$ cat src/inc/wsc_pkg.sv
// Constants, register map and checksum function of the wheel sensor
// status and configuration block.
// Assumes a single 20 MHz clock domain.
package wsc_pkg;

    // Channel and word sizes
    localparam int CH_N       = 4;
    localparam int ADDR_W     = 7;
    localparam int REG_W      = 20;
    localparam int DATA_W     = 17;
    localparam int CRC_W      = 3;

    // Checksum generator x^3 + x + 1, leading bits inverted
    localparam logic [3:0] CRC_POLY     = 4'hB;
    localparam logic [2:0] CRC_PRE      = 3'h7;
    localparam logic [16:0] CRC_EX_DATA = 17'h00900;
    localparam logic [2:0] CRC_EX_SUM   = 3'h2;
    localparam logic [16:0] CRC_ZERO_DATA = 17'h00000;
    localparam logic [2:0] CRC_ZERO_SUM = 3'h6;

    // Register addresses
    localparam logic [6:0] ADDR_CFG_A    = 7'h01;
    localparam logic [6:0] ADDR_CFG_B    = 7'h02;
    localparam logic [6:0] ADDR_THR      = 7'h03;
    localparam logic [6:0] ADDR_LS_FAULT = 7'h04;
    localparam logic [6:0] ADDR_TEST     = 7'h05;
    localparam logic [6:0] ADDR_CTRL     = 7'h0A;
    localparam logic [6:0] ADDR_DATA0    = 7'h10;

    // Control register fields
    localparam int CTRL_W        = 6;
    localparam int CTRL_EN_LSB   = 0;
    localparam int CTRL_ACCESS_GRANT_A_BIT = 4;
    localparam int CTRL_INIT_BIT = 5;
    localparam logic [5:0] CTRL_RST = 6'h00;

    // Channel configuration fields, one ten-bit field per channel
    localparam int CFG_W         = 20;
    localparam int CFG_FIELD_W   = 10;
    localparam int CFG_TYPE_LSB  = 0;
    localparam int CFG_FIX_BIT   = 3;
    localparam int CFG_STANDSTILL_OUTPUT_DISABLE_BIT = 4;
    localparam int CFG_PT_BIT    = 5;
    localparam int CFG_DGL_LSB   = 6;
    localparam logic [19:0] CFG_RST = 20'h00000;
    localparam logic [1:0] SENS_PWM2 = 2'h2;

    // Threshold values
    localparam int THR_W    = 18;
    localparam int THR1_LSB = 0;
    localparam int THR2_LSB = 10;
    localparam logic [17:0] THR_RST = 18'h0D033;

    // Output test register
    localparam int TEST_W       = 9;
    localparam int TEST_PAT_BIT = 0;
    localparam int TEST_SEL_LSB = 2;
    localparam logic [8:0] TEST_RST = 9'h001;

    // Sensor data word fields
    localparam int D_LKG_BIT   = 7;
    localparam int D_STB_BIT   = 8;
    localparam int D_STG_BIT   = 9;
    localparam int D_EMPTY_BIT = 3;
    localparam int D_LCID_LSB  = 12;
    localparam int D_FLT_BIT   = 15;
    localparam logic [16:0] DATA_RST = 17'h08008;

    // Low-side fault flags
    localparam int LSF_W       = 8;
    localparam int LSF_STG_LSB = 0;
    localparam int LSF_OC_LSB  = 4;
    localparam logic [7:0] LSF_RST = 8'h00;

    // Serial frame: write bit, address, four pad bits, data
    localparam int FRAME_BITS = 32;
    localparam int HDR_BITS   = 12;
    localparam int FRM_WR_BIT = 31;
    localparam int FRM_AD_MSB = 30;
    localparam logic [2:0] SPI_IDLE = 3'h2;

    // Filter times, least values, rounded up to whole cycles
    localparam int CLK_MHZ      = 20;
    localparam int T_HS_FILT_NS = 550000;
    localparam int T_STB_NS     = 10000;
    localparam int T_LKG_NS     = 10000;
    localparam int HS_FILT_CYC  = (T_HS_FILT_NS * CLK_MHZ + 999) / 1000;
    localparam int STB_CYC      = (T_STB_NS * CLK_MHZ + 999) / 1000;
    localparam int LKG_CYC      = (T_LKG_NS * CLK_MHZ + 999) / 1000;
    localparam int FILT_CNT_W   = 16;

    // Leading inverted bits first, then data bit 0 upward
    function automatic logic [2:0] crc_calc(input logic [16:0] d);
        logic [2:0]  c;
        logic [19:0] m;
        logic        fb;
        c = 3'h0;
        m = {d, CRC_PRE};
        for (int i = 0; i < DATA_W + CRC_W; i++) begin
            fb = c[2] ^ m[i];
            c  = {c[1:0], 1'b0} ^ (fb ? CRC_POLY[2:0] : 3'h0);
        end
        return c;
    endfunction : crc_calc

endpackage : wsc_pkg

$ cat src/verilog/wsc_status_config.sv
// Register side of a four-channel wheel speed sensor interface: serial
// register port, sensor data words with checksum, fault filters, config.
// Assumes comparator levels and the serial pins are asynchronous, decoder
// signals are on clk, and the serial clock is well below clk / 8.
// Notes on behaviour
// Checksum is three bits with generator x^3 + x + 1 (code 0xB).
// Checksum seed bits are all ones.
// Checksum covers the 17 data bits, least significant bit first.
// Word is shifted, flipped, first three bits inverted, then divided.
// Each checksum bit is a pure XOR chain of seed and data bits.
// Checksum sits in bits 17 to 19, computed over bits 0 to 16.
// After reset every data word shows fault flag and empty buffer.
// Bit 15 is the fault flag; lower bits then carry fault detail.
// In fault layout bit 3 is empty buffer, resetting to one.
// Channels 2 to 4 data words are read-only at 0x11, 0x12, 0x13.
// High-side ground short flagged after about 550 us over limit.
// Battery short flagged after overvoltage lasts 10 to 15 us.
// Battery leakage flagged after high current lasts 10 to 15 us.
// Low-side flags: overcurrent bits 4-7, ground short 0-3, reset 0.
// Low-side fault register is read-only and clears when read.
// Host sets the access grant before writing configuration.
// Channel 1 config in bits 0-9: type, method, standstill, pass, time.
// Channel 2 uses bits 10-19; channels 3-4 a second register.
// Host programs threshold values when fixed method is selected.
// A speed output is driven only when its enable bit is set, except an output selected for test.
// Host clears the access grant when configuration is done.
// Control write without access grant resets it, outputs off.
// With diagnostic bit set, selected output shows the static pattern.
// Selected output is high by default when the test starts.
// Standstill disable acts only for two-edge duty-cycle sensors.
// Checksum follows any change of the data bits at once.
// Clearing the diagnostic bit returns outputs to speed control.
`timescale 1ns/1ps
module wsc_status_config #(
    parameter int HS_FILT_CYC = wsc_pkg::HS_FILT_CYC,
    parameter int STB_CYC     = wsc_pkg::STB_CYC,
    parameter int LKG_CYC     = wsc_pkg::LKG_CYC
) (
    // Clock and reset
    input  wire logic                                      clk,
    input  wire logic                                      nrst,
    // Serial register port
    input  wire logic                                      spi_sclk,
    input  wire logic                                      spi_cs_n,
    input  wire logic                                      spi_mosi,
    output logic                                           spi_miso,
    output logic                                           spi_miso_oe,
    // Decoder side
    input  wire logic [wsc_pkg::CH_N-1:0][wsc_pkg::DATA_W-1:0] chan_data,
    input  wire logic [wsc_pkg::CH_N-1:0]                  chan_load,
    input  wire logic [wsc_pkg::CH_N-1:0]                  speed_in,
    input  wire logic [wsc_pkg::CH_N-1:0]                  standstill_in,
    // Comparator levels
    input  wire logic [wsc_pkg::CH_N-1:0]                  hs_limit_raw,
    input  wire logic [wsc_pkg::CH_N-1:0]                  stb_over_raw,
    input  wire logic [wsc_pkg::CH_N-1:0]                  lkg_high_raw,
    input  wire logic [wsc_pkg::CH_N-1:0]                  ls_oc_raw,
    input  wire logic [wsc_pkg::CH_N-1:0]                  ls_stg_raw,
    // Channel outputs and decoded configuration
    output logic [wsc_pkg::CH_N-1:0]                       speed_output_pin,
    output wire logic [wsc_pkg::CH_N-1:0][1:0]             sensor_type,
    output wire logic [wsc_pkg::CH_N-1:0]            fixed_threshold_select,
    output wire logic [wsc_pkg::CH_N-1:0]         standstill_output_disable,
    output wire logic [wsc_pkg::CH_N-1:0]              pass_through_enable,
    output wire logic [wsc_pkg::CH_N-1:0][3:0]         deglitch_time,
    output wire logic [7:0]                            thr1_offset,
    output wire logic [7:0]                            thr2_offset
);
    import wsc_pkg::*;

    localparam int SYN_W = 5 * CH_N + 3;

    logic [SYN_W-1:0]          syn1_reg;
    logic [SYN_W-1:0]          syn2_reg;
    logic                      mosi_s;
    logic                      cs_s;
    logic                      sclk_s;
    logic [2:0][CH_N-1:0]      flt_lvl;
    logic [CH_N-1:0]           oc_s;
    logic [CH_N-1:0]           stg_s;
    wire  [2:0][CH_N-1:0]      flt_evt;
    wire  [CH_N-1:0][REG_W-1:0] data_word;

    // Two-stage synchronisers for every pin-side level
    always_ff @(posedge clk or negedge nrst) begin
        if (!nrst) begin
            syn1_reg <= {{(5 * CH_N){1'b0}}, SPI_IDLE};
            syn2_reg <= {{(5 * CH_N){1'b0}}, SPI_IDLE};
        end else begin
            syn1_reg <= {ls_stg_raw, ls_oc_raw, lkg_high_raw, stb_over_raw,
                         hs_limit_raw, spi_sclk, spi_cs_n, spi_mosi};
            syn2_reg <= syn1_reg;
        end
    end

    assign mosi_s  = syn2_reg[0];
    assign cs_s    = syn2_reg[1];
    assign sclk_s  = syn2_reg[2];
    assign flt_lvl = syn2_reg[3 +: 3 * CH_N];
    assign oc_s    = syn2_reg[3 + 3 * CH_N +: CH_N];
    assign stg_s   = syn2_reg[3 + 4 * CH_N +: CH_N];

    // Serial slave: sample on rising clock, shift out on falling
    logic                      sclk_d_reg;
    logic [FRAME_BITS-1:0]     rx_reg;
    logic [FRAME_BITS-1:0]     rx_next;
    logic [5:0]                cnt_reg;
    logic [5:0]                cnt_next;
    logic [REG_W-1:0]          tx_reg;
    logic [REG_W-1:0]          tx_next;
    logic                      miso_next;
    logic                      rd_stb;
    logic                      wr_stb;
    logic [ADDR_W-1:0]         rd_addr;
    logic [ADDR_W-1:0]         wr_addr;
    logic [REG_W-1:0]          wr_data;
    logic [REG_W-1:0]          rd_data;

    assign rd_addr     = rx_reg[HDR_BITS-3 -: ADDR_W];
    assign wr_addr     = rx_reg[FRM_AD_MSB -: ADDR_W];
    assign wr_data     = rx_reg[REG_W-1:0];
    assign spi_miso_oe = ~cs_s;

    always_comb begin
        rx_next   = rx_reg;
        cnt_next  = cnt_reg;
        tx_next   = tx_reg;
        miso_next = spi_miso;
        rd_stb    = 1'b0;
        wr_stb    = 1'b0;
        if (cs_s) begin
            cnt_next  = 6'h00;
            miso_next = 1'b0;
            // Only a complete frame writes; short frames are dropped
            wr_stb    = (cnt_reg == 6'(FRAME_BITS)) & rx_reg[FRM_WR_BIT];
        end else begin
            if (sclk_s & ~sclk_d_reg) begin
                rx_next = {rx_reg[FRAME_BITS-2:0], mosi_s};
                if (cnt_reg != 6'(FRAME_BITS)) begin
                    cnt_next = cnt_reg + 6'h01;
                end
                if (cnt_reg == 6'(HDR_BITS - 1)) begin
                    tx_next = rd_data;
                    rd_stb  = ~rx_reg[HDR_BITS-2];
                end
            end
            if (~sclk_s & sclk_d_reg & (cnt_reg >= 6'(HDR_BITS))) begin
                miso_next = tx_reg[REG_W-1];
                tx_next   = {tx_reg[REG_W-2:0], 1'b0};
            end
        end
    end

    always_ff @(posedge clk or negedge nrst) begin
        if (!nrst) begin
            sclk_d_reg <= 1'b0;
            rx_reg     <= '0;
            cnt_reg    <= 6'h00;
            tx_reg     <= '0;
            spi_miso   <= 1'b0;
        end else begin
            sclk_d_reg <= sclk_s;
            rx_reg     <= rx_next;
            cnt_reg    <= cnt_next;
            tx_reg     <= tx_next;
            spi_miso   <= miso_next;
        end
    end

    // Control, configuration, thresholds, test and low-side flags
    logic [CTRL_W-1:0]         ctrl_reg;
    logic [CTRL_W-1:0]         ctrl_next;
    logic [1:0][CFG_W-1:0]     cfg_reg;
    logic [1:0][CFG_W-1:0]     cfg_next;
    logic [THR_W-1:0]          thr_reg;
    logic [THR_W-1:0]          thr_next;
    logic [TEST_W-1:0]         test_reg;
    logic [TEST_W-1:0]         test_next;
    logic [LSF_W-1:0]          lsf_reg;
    logic [LSF_W-1:0]          lsf_next;
    logic                      init;
    logic                      access_grant_a;

    assign init = ctrl_reg[CTRL_INIT_BIT];
    assign access_grant_a = ctrl_reg[CTRL_ACCESS_GRANT_A_BIT];

    always_comb begin
        ctrl_next = ctrl_reg;
        cfg_next  = cfg_reg;
        thr_next  = thr_reg;
        test_next = test_reg;
        if (wr_stb) begin
            case (wr_addr)
                ADDR_CTRL: begin
                    if (init) begin
                        ctrl_next = wr_data[CTRL_W-1:0];
                    end else if (wr_data[CTRL_INIT_BIT]
                                 | wr_data[CTRL_ACCESS_GRANT_A_BIT]) begin
                        ctrl_next[CTRL_INIT_BIT] = wr_data[CTRL_INIT_BIT];
                        ctrl_next[CTRL_ACCESS_GRANT_A_BIT] = wr_data[CTRL_ACCESS_GRANT_A_BIT];
                    end else begin
                        ctrl_next = CTRL_RST;
                    end
                end
                ADDR_CFG_A: if (init) cfg_next[0] = wr_data;
                ADDR_CFG_B: if (init) cfg_next[1] = wr_data;
                ADDR_THR:   if (init) thr_next = wr_data[THR_W-1:0];
                ADDR_TEST:  if (access_grant_a) test_next = wr_data[TEST_W-1:0];
                default: ;
            endcase
        end
        // Test opens with the pattern high
        if (ctrl_next[CTRL_ACCESS_GRANT_A_BIT] & ~access_grant_a) begin
            test_next[TEST_PAT_BIT] = 1'b1;
        end
        // Clear on read, but a new event in the same cycle survives
        lsf_next = (rd_stb && rd_addr == ADDR_LS_FAULT) ? LSF_RST
                                                        : lsf_reg;
        lsf_next[LSF_OC_LSB +: CH_N]  = lsf_next[LSF_OC_LSB +: CH_N] | oc_s;
        lsf_next[LSF_STG_LSB +: CH_N] = lsf_next[LSF_STG_LSB +: CH_N]
                                        | stg_s;
    end

    always_ff @(posedge clk or negedge nrst) begin
        if (!nrst) begin
            ctrl_reg <= CTRL_RST;
            cfg_reg  <= {CFG_RST, CFG_RST};
            thr_reg  <= THR_RST;
            test_reg <= TEST_RST;
            lsf_reg  <= LSF_RST;
        end else begin
            ctrl_reg <= ctrl_next;
            cfg_reg  <= cfg_next;
            thr_reg  <= thr_next;
            test_reg <= test_next;
            lsf_reg  <= lsf_next;
        end
    end

    assign thr1_offset = thr_reg[THR1_LSB +: 8];
    assign thr2_offset = thr_reg[THR2_LSB +: 8];

    // Read mux; unmapped addresses read as zero
    always_comb begin
        rd_data = '0;
        case (rd_addr)
            ADDR_CTRL:     rd_data = REG_W'(ctrl_reg);
            ADDR_CFG_A:    rd_data = cfg_reg[0];
            ADDR_CFG_B:    rd_data = cfg_reg[1];
            ADDR_THR:      rd_data = REG_W'(thr_reg);
            ADDR_TEST:     rd_data = REG_W'(test_reg);
            ADDR_LS_FAULT: rd_data = REG_W'(lsf_reg);
            default: begin
                if (rd_addr[ADDR_W-1:2] == ADDR_DATA0[ADDR_W-1:2]) begin
                    rd_data = data_word[rd_addr[1:0]];
                end
            end
        endcase
    end

    // Per-channel fault filters, data words and configuration decode
    for (genvar k = 0; k < CH_N; k++) begin : g_ch
        logic [DATA_W-1:0]     data_reg;
        logic [DATA_W-1:0]     data_next;
        logic [CFG_FIELD_W-1:0] field;

        for (genvar j = 0; j < 3; j++) begin : g_flt
            localparam int LIM = (j == 0) ? HS_FILT_CYC :
                                 (j == 1) ? STB_CYC : LKG_CYC;
            logic [FILT_CNT_W-1:0] cnt_reg;
            logic [FILT_CNT_W-1:0] cnt_next;
            // Level must hold unbroken; any drop restarts the count
            always_comb begin
                cnt_next = cnt_reg;
                if (!flt_lvl[j][k]) begin
                    cnt_next = '0;
                end else if (cnt_reg != FILT_CNT_W'(LIM)) begin
                    cnt_next = cnt_reg + 1'b1;
                end
            end
            always_ff @(posedge clk or negedge nrst) begin
                if (!nrst) begin
                    cnt_reg <= '0;
                end else begin
                    cnt_reg <= cnt_next;
                end
            end
            assign flt_evt[j][k] = flt_lvl[j][k]
                                   & (cnt_reg == FILT_CNT_W'(LIM - 1));
        end

        always_comb begin
            data_next = data_reg;
            if (chan_load[k]) begin
                data_next = chan_data[k];
                data_next[D_LCID_LSB +: 2] = 2'(k);
            end
            // Fault events override a same-cycle load
            if (|{flt_evt[0][k], flt_evt[1][k], flt_evt[2][k]}) begin
                data_next[D_FLT_BIT] = 1'b1;
            end
            if (flt_evt[0][k]) data_next[D_STG_BIT] = 1'b1;
            if (flt_evt[1][k]) data_next[D_STB_BIT] = 1'b1;
            if (flt_evt[2][k]) data_next[D_LKG_BIT] = 1'b1;
        end

        always_ff @(posedge clk or negedge nrst) begin
            if (!nrst) begin
                data_reg <= DATA_RST
                            | (DATA_W'(k) << D_LCID_LSB);
            end else begin
                data_reg <= data_next;
            end
        end

        // Checksum is combinational, so reads never see a stale value
        assign data_word[k] = {crc_calc(data_reg), data_reg};

        assign field = cfg_reg[k / 2][(k % 2) * CFG_FIELD_W +: CFG_FIELD_W];
        assign sensor_type[k]  = field[CFG_TYPE_LSB +: 2];
        assign fixed_threshold_select[k]    = field[CFG_FIX_BIT];
        assign standstill_output_disable[k] = field[CFG_STANDSTILL_OUTPUT_DISABLE_BIT];
        assign pass_through_enable[k]       = field[CFG_PT_BIT];
        assign deglitch_time[k] = field[CFG_DGL_LSB +: 4];
    end

    // Channel outputs, registered
    logic [CH_N-1:0] spd_next;
    logic [CH_N-1:0] test_sel;
    logic [CH_N-1:0] ss_block;

    assign test_sel = test_reg[TEST_SEL_LSB +: CH_N];

    always_comb begin
        for (int k = 0; k < CH_N; k++) begin
            ss_block[k] = standstill_output_disable[k] & standstill_in[k]
                          & (sensor_type[k] == SENS_PWM2);
            if (access_grant_a & test_sel[k]) begin
                spd_next[k] = test_reg[TEST_PAT_BIT];
            end else begin
                spd_next[k] = ctrl_reg[CTRL_EN_LSB + k] & speed_in[k]
                              & ~ss_block[k];
            end
        end
    end

    always_ff @(posedge clk or negedge nrst) begin
        if (!nrst) begin
            speed_output_pin <= '0;
        end else begin
            speed_output_pin <= spd_next;
        end
    end
endmodule : wsc_status_config

$ cat config.mk
export PLATFORM = sky130hd
export DESIGN_NAME = wsc_status_config
export DESIGN_NICKNAME = d
export VERILOG_FILES = /design/src/inc/wsc_pkg.sv /design/src/verilog/wsc_status_config.sv
export SDC_FILE = /design/constraint.sdc
export NUM_CORES = 1
export LEC_CHECK = 0
export BUFFER_PORTS_ARGS = -buffer_cell sky130_fd_sc_hd__buf_2
export CAP_MARGIN = 15
export CORE_AREA = 2 2 255 182
export DETAILED_ROUTE_END_ITERATION = 10
export DIE_AREA = 0 0 257 184
export GPL_TIMING_DRIVEN = 0
export HOLD_SLACK_MARGIN = 0.12
export PLACE_DENSITY_LB_ADDON = 0.25
export SETUP_SLACK_MARGIN = 0.15
export SYNTH_ARGS = -nofsm -noshare
export SYNTH_HDL_FRONTEND = slang
export SYNTH_SLANG_ARGS = --single-unit
$ cat constraint.sdc
create_clock -name clk -period 2.4 [get_ports clk]
set_input_delay 0.12 -clock clk [delete_from_list [all_inputs] [get_ports clk]]
set_output_delay 0.12 -clock clk [all_outputs]
set_load 0.01 [all_outputs]
==> flow_metrics.tcl, run 1 <==
set metrics [dict create \
    cts_sinks 443 \
    synthTopCellsByArea "dfrtp_1 (50%), mux2_2 (7.7%), xnor2_1 (5.6%)" \
    end_kind "register" \
    row_count 65 \
    fin_crit_sh 0.916 \
    grt_max_degree 120 \
    synth_area_um2 21300 \
    routed_wl_um 52200 \
    worstSetupStartpointType "register" \
    drv_cap 0 \
    hold_viol_final 0 \
    coreArea_um2 44600 \
    p_switching_uw 5040 \
    synthFlopType "dfrtp_1" \
    grt_pass1_wl_um 83300 \
    seqPwrFrac 0.438 \
    die-area_um2 47300 \
    seqCellArea_um2 11100 \
    clockRootBuffer "clkbuf_16" \
    dr.pass1.iters 5 \
    cts_tree "done" \
    maxSlewViolCount 0 \
    hpwlAfterDp_um 37300 \
    peakVddDrop_mv 0.545 \
    arrival_ns 2.65 \
    multi_input_area_um2 9500 \
    grtUsageTotal 0.223 \
    min_period_ns 2.20 \
    swShare 0.274 \
    syn_to_final_growth_pct 21.3 \
    cts_buffer_depth 3 \
    clkPwrFrac 0.386 \
    async_flop_share 1.00 \
    grt_pass1_vias 15200 \
    finalSetupTns_ns 0 \
    synth-edff-count 0 \
    gp_congestion 0.913 \
    synth-simple-area-share 0.167 \
    status "finished clean" \
    fp.dieW_um 257 \
    start_util 0.477 \
    synthMuxAreaShare 0.109 \
    final_cell_mix "dfrtp_1 (421), buf_2 (153), nand2_1 (146)" \
    htreeDepth 2 \
    layout.nets 2344 \
    syn_nets 2016 \
    clk_latency_ns 0.57 \
    skew_ns 0.0239 \
    intPower_uw 13400 \
    finalSetupViolCount 0 \
    yosysSeqAreaShare 0.522 \
    viasPerCell 5.37 \
    critical_path_required_ns 2.85 \
    grt_antenna_before_repair 2 \
    gr-total-overflow 0 \
    synth-compound-area-share 0.0541 \
    power_density_nw_per_um2 713 \
    synth_top_family_by_area "simple AND/OR/NAND/NOR gates" \
    drive_above_1_share 0.236 \
    synth_warnings 0 \
    clock.fmax_ghz 0.455 \
    via_count 15300 \
    p_comb_frac 0.176 \
    synth_cell_type_count 66 \
    synth_area_per_cell_um2 11.3 \
    routedWlPerCell_um 18.3 \
    p_total_uw 18400 \
    drcViolationCount 0 \
    synthAdderAreaFrac 0.0153 \
    p_leak_uw 0.0118 \
    port_buffers 150 \
    synthCells 1885 \
    nFillCells 3758 \
    slew-limit-headroom 0.450 \
    hp-class "in -> async" \
    yosysTopAreaCell "dfrtp_1" \
    drtIter0Drc 1122 \
    synth-seq-cells 443 \
    path_clk_slew_ns 0.07 \
    synth_xor_area_frac 0.0963 \
    io_pins 163 \
    worstSetupPathType "reg -> reg" \
    crit_fanout 4 \
    largest_register_ffs 192 \
    synth.top_cell.area_share 0.500 \
    rsz0062_at_grt "yes" \
    die_height_um 184 \
    worst_slew_pin_slew_ns 0.825 \
    antenna_left 0 \
    cts_made_buffers 44 \
    layout_commonest_cell "dfrtp_1" \
]
==> through the flow <==
| stage | utilization | hold WS (ns) | setup slack, ns | instance area, um^2 | std cells |
|---|---|---|---|---|---|
| 2_1_floorplan | - | -0.176 | 0.384 | 21300 | 1885 |
| 5_1_grt | 0.579 | 0.124 | 0.114 | 25800 | 2854 |
| 3_5_place_dp | 0.513 | 0.127 | -0.168 | 22900 | 2642 |
| 4_1_cts | 0.575 | 0.0855 | 0.145 | 25700 | 2841 |
| 3_3_place_gp | 0.510 | 0.226 | -7.64 | 22800 | 2638 |
| 6_report | 0.579 | 0.0819 | 0.202 | 25800 | 2855 |
==> power by group through the flow <==
| stage | combinational (uW) | clock, uW | sequential (uW) |
|---|---|---|---|
| 2_1_floorplan | 1910 | 0 | 8050 |
| 3_3_place_gp | 2750 | 0 | 8180 |
| 3_5_place_dp | 2810 | 0 | 8190 |
| 4_1_cts | 3080 | 7250 | 8060 |
| 5_1_grt | 3470 | 7590 | 8100 |
| 6_report | 3240 | 7100 | 8070 |
==> final timing paths <==
| check | endpoint | slack (ns) | depth (start not counted) | from |
|---|---|---|---|---|
| setup / recovery | tx_reg[19] | 0.20 | 6 | g_ch[1].data_reg[2] |
| hold / removal | g_ch[1].g_flt[1].cnt_reg[3] | 0.08 | 2 | nrst |
| setup reg to reg | tx_reg[19] | 0.20 | 6 | g_ch[1].data_reg[2] |
| hold reg to reg | syn2_reg[9] | 0.35 | 0 | syn1_reg[9] |
| max in group asynchronous | syn1_reg[1] | 0.65 | 5 | nrst |
| min in group clk | syn1_reg[5] | 0.19 | 2 | hs_limit_raw[2] |
==> kinds of logic (layout without fill, tap and decap cells) <==
| group | after synthesis | count (layout) |
|---|---|---|
| other cells | 0 | 3 |
| compound gates | 183 | 183 |
| xor+xnor | 216 | 216 |
| fa+ha+maj | 26 | 26 |
| simple gates | 671 | 671 |
| buf+inv | 151 | 515 |
| mux | 195 | 195 |
| flops | 443 | 443 |
==> layer usage <==
layer / vias up / share of wire / global-route usage
met5: - / 0 / 0
met4: 0 / 0.029 / 0.0705
met3: 86 / 0.064 / 0.0476
met2: 394 / 0.44 / 0.336
met1: 7685 / 0.47 / 0.323
li1: 7178 / - / -
==> cell type report <==
cell class                 instances  area share
sequential                       443       0.430
multi-input combinational       1291       0.368
timing repair buffer             282      0.0825
clock buffer                      62      0.0503
tap                              603      0.0292
buffer                           110      0.0263
clock inverter                    20     0.00751
inverter                          41     0.00596
antenna                            3    0.000291
==> synthesized netlist by cell type, types with 26 or more instances <==
| master | instances |
|---|---|
| clkbuf_1 | 38 |
| ha_1 | 26 |
| xnor2_1 | 137 |
| buf_4 | 52 |
| xor2_1 | 68 |
| and2_1 | 90 |
| nor2_1 | 112 |
| nand4_1 | 42 |
| nand3_1 | 92 |
| mux2i_1 | 35 |
| or3_1 | 31 |
| o21ai_0 | 69 |
| mux2_2 | 145 |
| inv_1 | 38 |
| nor3_1 | 27 |
| dfrtp_1 | 425 |
| a21oi_1 | 27 |
| nand2_1 | 146 |
==> timing repair <==
item                                    CTS  global route
hold endpoints to repair                245             0
buffers inserted                          4            11
gates resized for setup                  30            36
hold buffers                            113             0
pin swaps                                 4             5
endpoints found under the setup margin   88            71
cloned                                    0             0
==> critical path: stages, from the launching register on <==
cell     delay (ns)
dfrtp_1        0.43
xor2_1         0.27
xnor3_2        0.50
xnor3_1        0.39
mux2i_1        0.22
nand4_1        0.13
o221a_2        0.14
No activity file was read; power rests on OpenSTA's default activity.
==> inputs of run 2 (changes only) <==
==> config.mk (replaced) <==
export PLATFORM = sky130hd
export DESIGN_NAME = wsc_status_config
export DESIGN_NICKNAME = d
export VERILOG_FILES = /design/src/inc/wsc_pkg.sv /design/src/verilog/wsc_status_config.sv
export SDC_FILE = /design/constraint.sdc
export NUM_CORES = 1
export LEC_CHECK = 0
export BUFFER_PORTS_ARGS = -buffer_cell sky130_fd_sc_hd__buf_4
export CAP_MARGIN = 15
export CORE_AREA = 2 2 227 162
export DETAILED_ROUTE_END_ITERATION = 10
export DIE_AREA = 0 0 229 164
export GPL_TIMING_DRIVEN = 0
export HOLD_SLACK_MARGIN = 0.12
export PLACE_DENSITY = 0.8
export SETUP_SLACK_MARGIN = 0.15
export SYNTH_ARGS = -nofsm -noshare
export SYNTH_HDL_FRONTEND = slang
export SYNTH_SLANG_ARGS = --single-unit
==> run 2 against run 1 <==
Design area is 0.32% higher. Via count is 2.7% higher. Largest power group unchanged. Largest cell class unchanged. Critical path depth is 2 higher. Die area is 21% lower.
==> flow_metrics.tcl, run 2 (synthesized netlist as in run 1, its figures left out) <==
set metrics [dict create \
    path_clk_slew_ns 0.07 \
    htreeDepth 2 \
    crit_fanout 10 \
    r2r-end "tx_reg[5]" \
    p_leak_uw 0.0118 \
    final_cell_mix "dfrtp_1 (425), buf_4 (218), nand2_1 (146)" \
    fp.dieW_um 229 \
    cts_made_buffers 42 \
    fin_crit_sh 0.945 \
    worstSetupPathType "reg -> reg" \
    grt_pass1_wl_um 83800 \
    cts_buffer_depth 3 \
    clockRootBuffer "clkbuf_16" \
    rsz0062_at_grt "yes" \
    grtUsageTotal 0.283 \
    finalSetupTns_ns 0 \
    nFillCells 2375 \
    clk_latency_ns 0.56 \
    via_count 15800 \
    skew_ns 0.0309 \
    layout_commonest_cell "dfrtp_1" \
    cts_sinks 443 \
    arrival_ns 2.74 \
    end_kind "register" \
    hpwlAfterDp_um 35800 \
    peakVddDrop_mv 0.463 \
    port_buffers 150 \
    gr-total-overflow 0 \
    drive_above_1_share 0.232 \
    dr.pass1.iters 6 \
    power_density_nw_per_um2 699 \
    hold_viol_final 0 \
    drv_cap 0 \
    die-area_um2 37600 \
    syn_to_final_growth_pct 21.7 \
    grt_max_degree 130 \
    viasPerCell 5.77 \
    slew-limit-headroom 0.421 \
    drtIter0Drc 1634 \
    critical_path_required_ns 2.87 \
    p_total_uw 18100 \
    layout.nets 2340 \
    status "finished clean" \
    reg2reg_depth 8 \
    cts_tree "done" \
    grt_antenna_before_repair 7 \
    maxSlewViolCount 0 \
    io_pins 163 \
    start_util 0.601 \
    min_period_ns 2.27 \
    routed_wl_um 52700 \
    finalSetupViolCount 0 \
    coreArea_um2 35400 \
    drcViolationCount 0 \
    row_count 58 \
    largest_register_ffs 192 \
    antenna_left 0 \
    gp_congestion 0.965 \
    regToRegSetupSlack_ns 0.13 \
    clock.fmax_ghz 0.441 \
    regToRegStartpoint "rx_reg[5]" \
    routedWlPerCell_um 19.3 \
    grt_pass1_vias 15700 \
    worst_slew_pin_slew_ns 0.868 \
    hp-class "in -> async" \
    worstSetupStartpointType "register" \
    die_height_um 164 \
]
run 2: changes by cell type in the layout (fill, tap and decap cells not counted), sizes merged:
cell         delta
buf             -1
bufinv          -1
clkbuf          +2
clkinv          -3
diode           +4
dlygate4sd3     -2
inv             -1
run 2: stage by stage:
step                instance area (um^2)  hold slack [ns]  setup WS, ns   util  cells
detailed placement                 23100            0.163        -0.179  0.652   2518
floorplan                          21300           -0.176         0.384      -   1885
global route                       25900            0.190        0.0840  0.732   2727
finish                             25900            0.159         0.133  0.732   2730
global placement                   23000            0.229         -3.18  0.650   2515
CTS                                25700            0.128        0.0604  0.727   2713
run 2: layer usage:
layer,global-route usage,routed length (um),up-vias
met4,0.0832,1370,0
met2,0.450,24300,596
met1,0.397,22900,7893
li1,-,-,7167
met5,0,0,-
met3,0.0573,4070,97
run 2: cell type report:
cell class / instances / area (um^2) / share of cell area
flip-flops and latches: 443 / 11100 / 0.429
clock inverters: 15 / 148 / 0.00570
diodes: 7 / 17.5 / 0.000676
multi-input cells: 1291 / 9490 / 0.366
repair buffers: 280 / 2450 / 0.0944
inverters: 41 / 154 / 0.00594
plain buffers: 110 / 673 / 0.0260
well taps: 480 / 601 / 0.0232
clock buffers: 63 / 1270 / 0.0491
run 2: power breakdown:
group | internal (uW) | total, uW | leakage [uW] | switching, uW
combinational | 1510 | 3180 | 0.00524 | 1660
sequential | 7720 | 8070 | 0.00582 | 347
clock | 3920 | 6860 | 0.000693 | 2950
run 2: how the worst max path moves through the flow:
| stage | end | slack [ns] | from |
|---|---|---|---|
| 3_3_place_gp | syn1_reg[10] | -3.18 | nrst |
| 6_report | tx_reg[5] | 0.13 | rx_reg[5] |
| 5_1_grt | tx_reg[5] | 0.08 | rx_reg[3] |
| 2_1_floorplan | cfg_reg[22] | 0.38 | syn2_reg[1] |
| 4_1_cts | tx_reg[5] | 0.06 | rx_reg[5] |
| 3_5_place_dp | sensor_type[1] | -0.18 | syn2_reg[1] |
run 2: worst max-delay path: stages (launching register included):
cell      delay, ns
dfrtp_1        0.42
or2_2          0.37
nor4b_2        0.32
buf_4          0.22
clkbuf_4       0.22
a22oi_1        0.12
o21ai_0        0.15
o22ai_2        0.18
o21ai_0        0.17
run 2: repair_timing:
| item | CTS | global route |
|---|---|---|
| endpoints found under the hold margin | 174 | 0 |
| hold buffers | 111 | 0 |
| endpoints found under the setup margin | 87 | 78 |
| gates resized for setup | 25 | 25 |
| buffers inserted | 6 | 9 |
| pin swaps | 4 | 1 |
| gates cloned | 0 | 1 |
==> inputs of run 3 (changes only) <==
--- a/config.mk
+++ b/config.mk
@@ -13,6 +13,7 @@
 export GPL_TIMING_DRIVEN = 0
 export HOLD_SLACK_MARGIN = 0.12
 export PLACE_DENSITY = 0.8
+export RECOVER_POWER = 50
 export SETUP_SLACK_MARGIN = 0.15
 export SYNTH_ARGS = -nofsm -noshare
 export SYNTH_HDL_FRONTEND = slang
==> constraint.sdc (replaced) <==
create_clock -name clk -period 2.4 [get_ports clk]
set_input_delay 0.48 -clock clk [delete_from_list [all_inputs] [get_ports clk]]
set_output_delay 0.48 -clock clk [all_outputs]
set_load 0.01 [all_outputs]
==> run 3 against run 2 <==
Maximum frequency increased by 2.2%. Sequential share of layout area increased by 1.6 points. Combinational power decreased by 6%. Power decreased by 1.1%. Largest power group unchanged. First-iteration DRC count increased by 0.24%. Sequential power about the same. Largest cell class unchanged. Critical path type unchanged. Non-clock buffer count decreased by 87. Die area unchanged. Clock power about the same.
==> flow_metrics.tcl, run 3 (synthesized netlist as in run 1, its figures left out) <==
set metrics [dict create \
    die_height_um 164 \
    layout_commonest_cell "dfrtp_1" \
    dr.pass1.iters 9 \
    hold_viol_final 0 \
    nFillCells 2505 \
    routedWlPerCell_um 19.3 \
    syn_to_final_growth_pct 17.5 \
    drv_cap 0 \
    hold_depth 2 \
    hp-class "in -> reg" \
    skew_ns 0.0330 \
    seqCellArea_um2 11100 \
    via_count 15400 \
    layout.nets 2253 \
    worst_slew_pin_slew_ns 0.993 \
    worstSetupPathType "reg -> reg" \
    path_clk_slew_ns 0.07 \
    fp.dieW_um 229 \
    worst_slack_ns 0.181 \
    grtUsageTotal 0.273 \
    rsz0062_at_grt "yes" \
    drtIter0Drc 1638 \
    drcViolationCount 0 \
    status "finished clean" \
    finalSetupTns_ns 0 \
    clk_latency_ns 0.56 \
    peakVddDrop_mv 0.455 \
    largest_register_ffs 192 \
    crit_fanout 10 \
    end_kind "register" \
    row_count 58 \
    clock.fmax_ghz 0.451 \
    antenna_left 0 \
    p_total_uw 17900 \
    slew-limit-headroom 0.338 \
    min_period_ns 2.22 \
    cts_buffer_depth 3 \
    place_ws_ns -0.179 \
    gr-total-overflow 0 \
    viasPerCell 5.82 \
    coreArea_um2 35400 \
    clockRootBuffer "clkbuf_16" \
    die-area_um2 37600 \
    cts_made_buffers 42 \
    layout.cells.non_filler 2639 \
    fin_crit_sh 0.924 \
    holdWs_ns 0.154 \
    grt_pass1_wl_um 80500 \
    cts_sinks 443 \
    final_cell_mix "dfrtp_1 (422), buf_4 (187), nand2_1 (146)" \
    critical_path_required_ns 2.87 \
    multi_input_area_um2 9490 \
    arrival_ns 2.69 \
    cts_tree "done" \
    worstSetupStartpointType "register" \
    placed_cells 2518 \
    grt_max_degree 130 \
    reg2reg_depth 8 \
    power_density_nw_per_um2 716 \
    port_buffers 150 \
    maxSlewViolCount 0 \
    finalSetupViolCount 0 \
    grt_antenna_before_repair 5 \
    p_leak_uw 0.0113 \
    drive_above_1_share 0.237 \
    hpwlAfterDp_um 35800 \
    routed_wl_um 51000 \
    grt_pass1_vias 15100 \
    io_pins 163 \
    start_util 0.601 \
    gp_congestion 0.965 \
    htreeDepth 2 \
]
[run 3: path summary, 6_finish.rpt]
check	from	to	slack (ns)
setup / recovery	rx_reg[5]	tx_reg[5]	0.18
min in group asynchronous	nrst	g_ch[0].g_flt[0].cnt_reg[10]	0.46
max in group asynchronous	nrst	g_ch[3].data_reg[3]	0.50
hold / removal	chan_data[48]	g_ch[2].data_reg[14]	0.15
hold reg to reg	syn1_reg[10]	syn2_reg[10]	0.35
setup reg to reg	rx_reg[5]	tx_reg[5]	0.18
[run 3: area by class of cell]
cell class / count / area share
Clock inverter: 15 / 0.00590
Buffer: 110 / 0.0270
Antenna cell: 3 / 0.000300
Inverter: 41 / 0.00615
Clock buffer: 63 / 0.0509
Sequential cell: 443 / 0.444
Timing Repair Buffer: 193 / 0.0616
Tap cell: 480 / 0.0240
Multi-Input combinational cell: 1291 / 0.380
[run 3: power by group]
group / total (uW) / switching [uW] / internal (uW)
registers: 8070 / 345 / 7720
clock network: 6840 / 2920 / 3910
logic: 3000 / 1610 / 1390
total: 17900 / 4880 / 13000
[run 3: worst max-delay path, stage by stage, from the launching register on]
cell and delay [ns]:
dfrtp_1 0.43, or2_2 0.37, nor4b_2 0.28, buf_4 0.21, clkbuf_4 0.22, a22oi_1 0.12, o21ai_0 0.15, o22ai_2 0.17
o21ai_0 0.17
[run 3: metrics by stage]
step                      cell area, um^2   util
after floorplan                     21300      -
after global placement              23000  0.650
after detailed placement            23100  0.652
after CTS                           24900  0.702
after global routing                25000  0.706
final                               25000  0.706
[run 3: repair_timing]
item,in CTS,in global routing
endpoints found under the setup margin,87,204
hold buffers,24,0
pin swaps,4,2
gates resized for setup,25,31
buffers inserted,6,8
gates cloned,0,2
endpoints found under the hold margin,103,0
[run 3: metal layers]
metal	up-vias	global-route usage	wire length, um
li1	6998	-	-
met1	7657	0.383	21900
met2	571	0.421	22900
met3	122	0.0675	4550
met4	4	0.0891	1580
met5	-	0	23
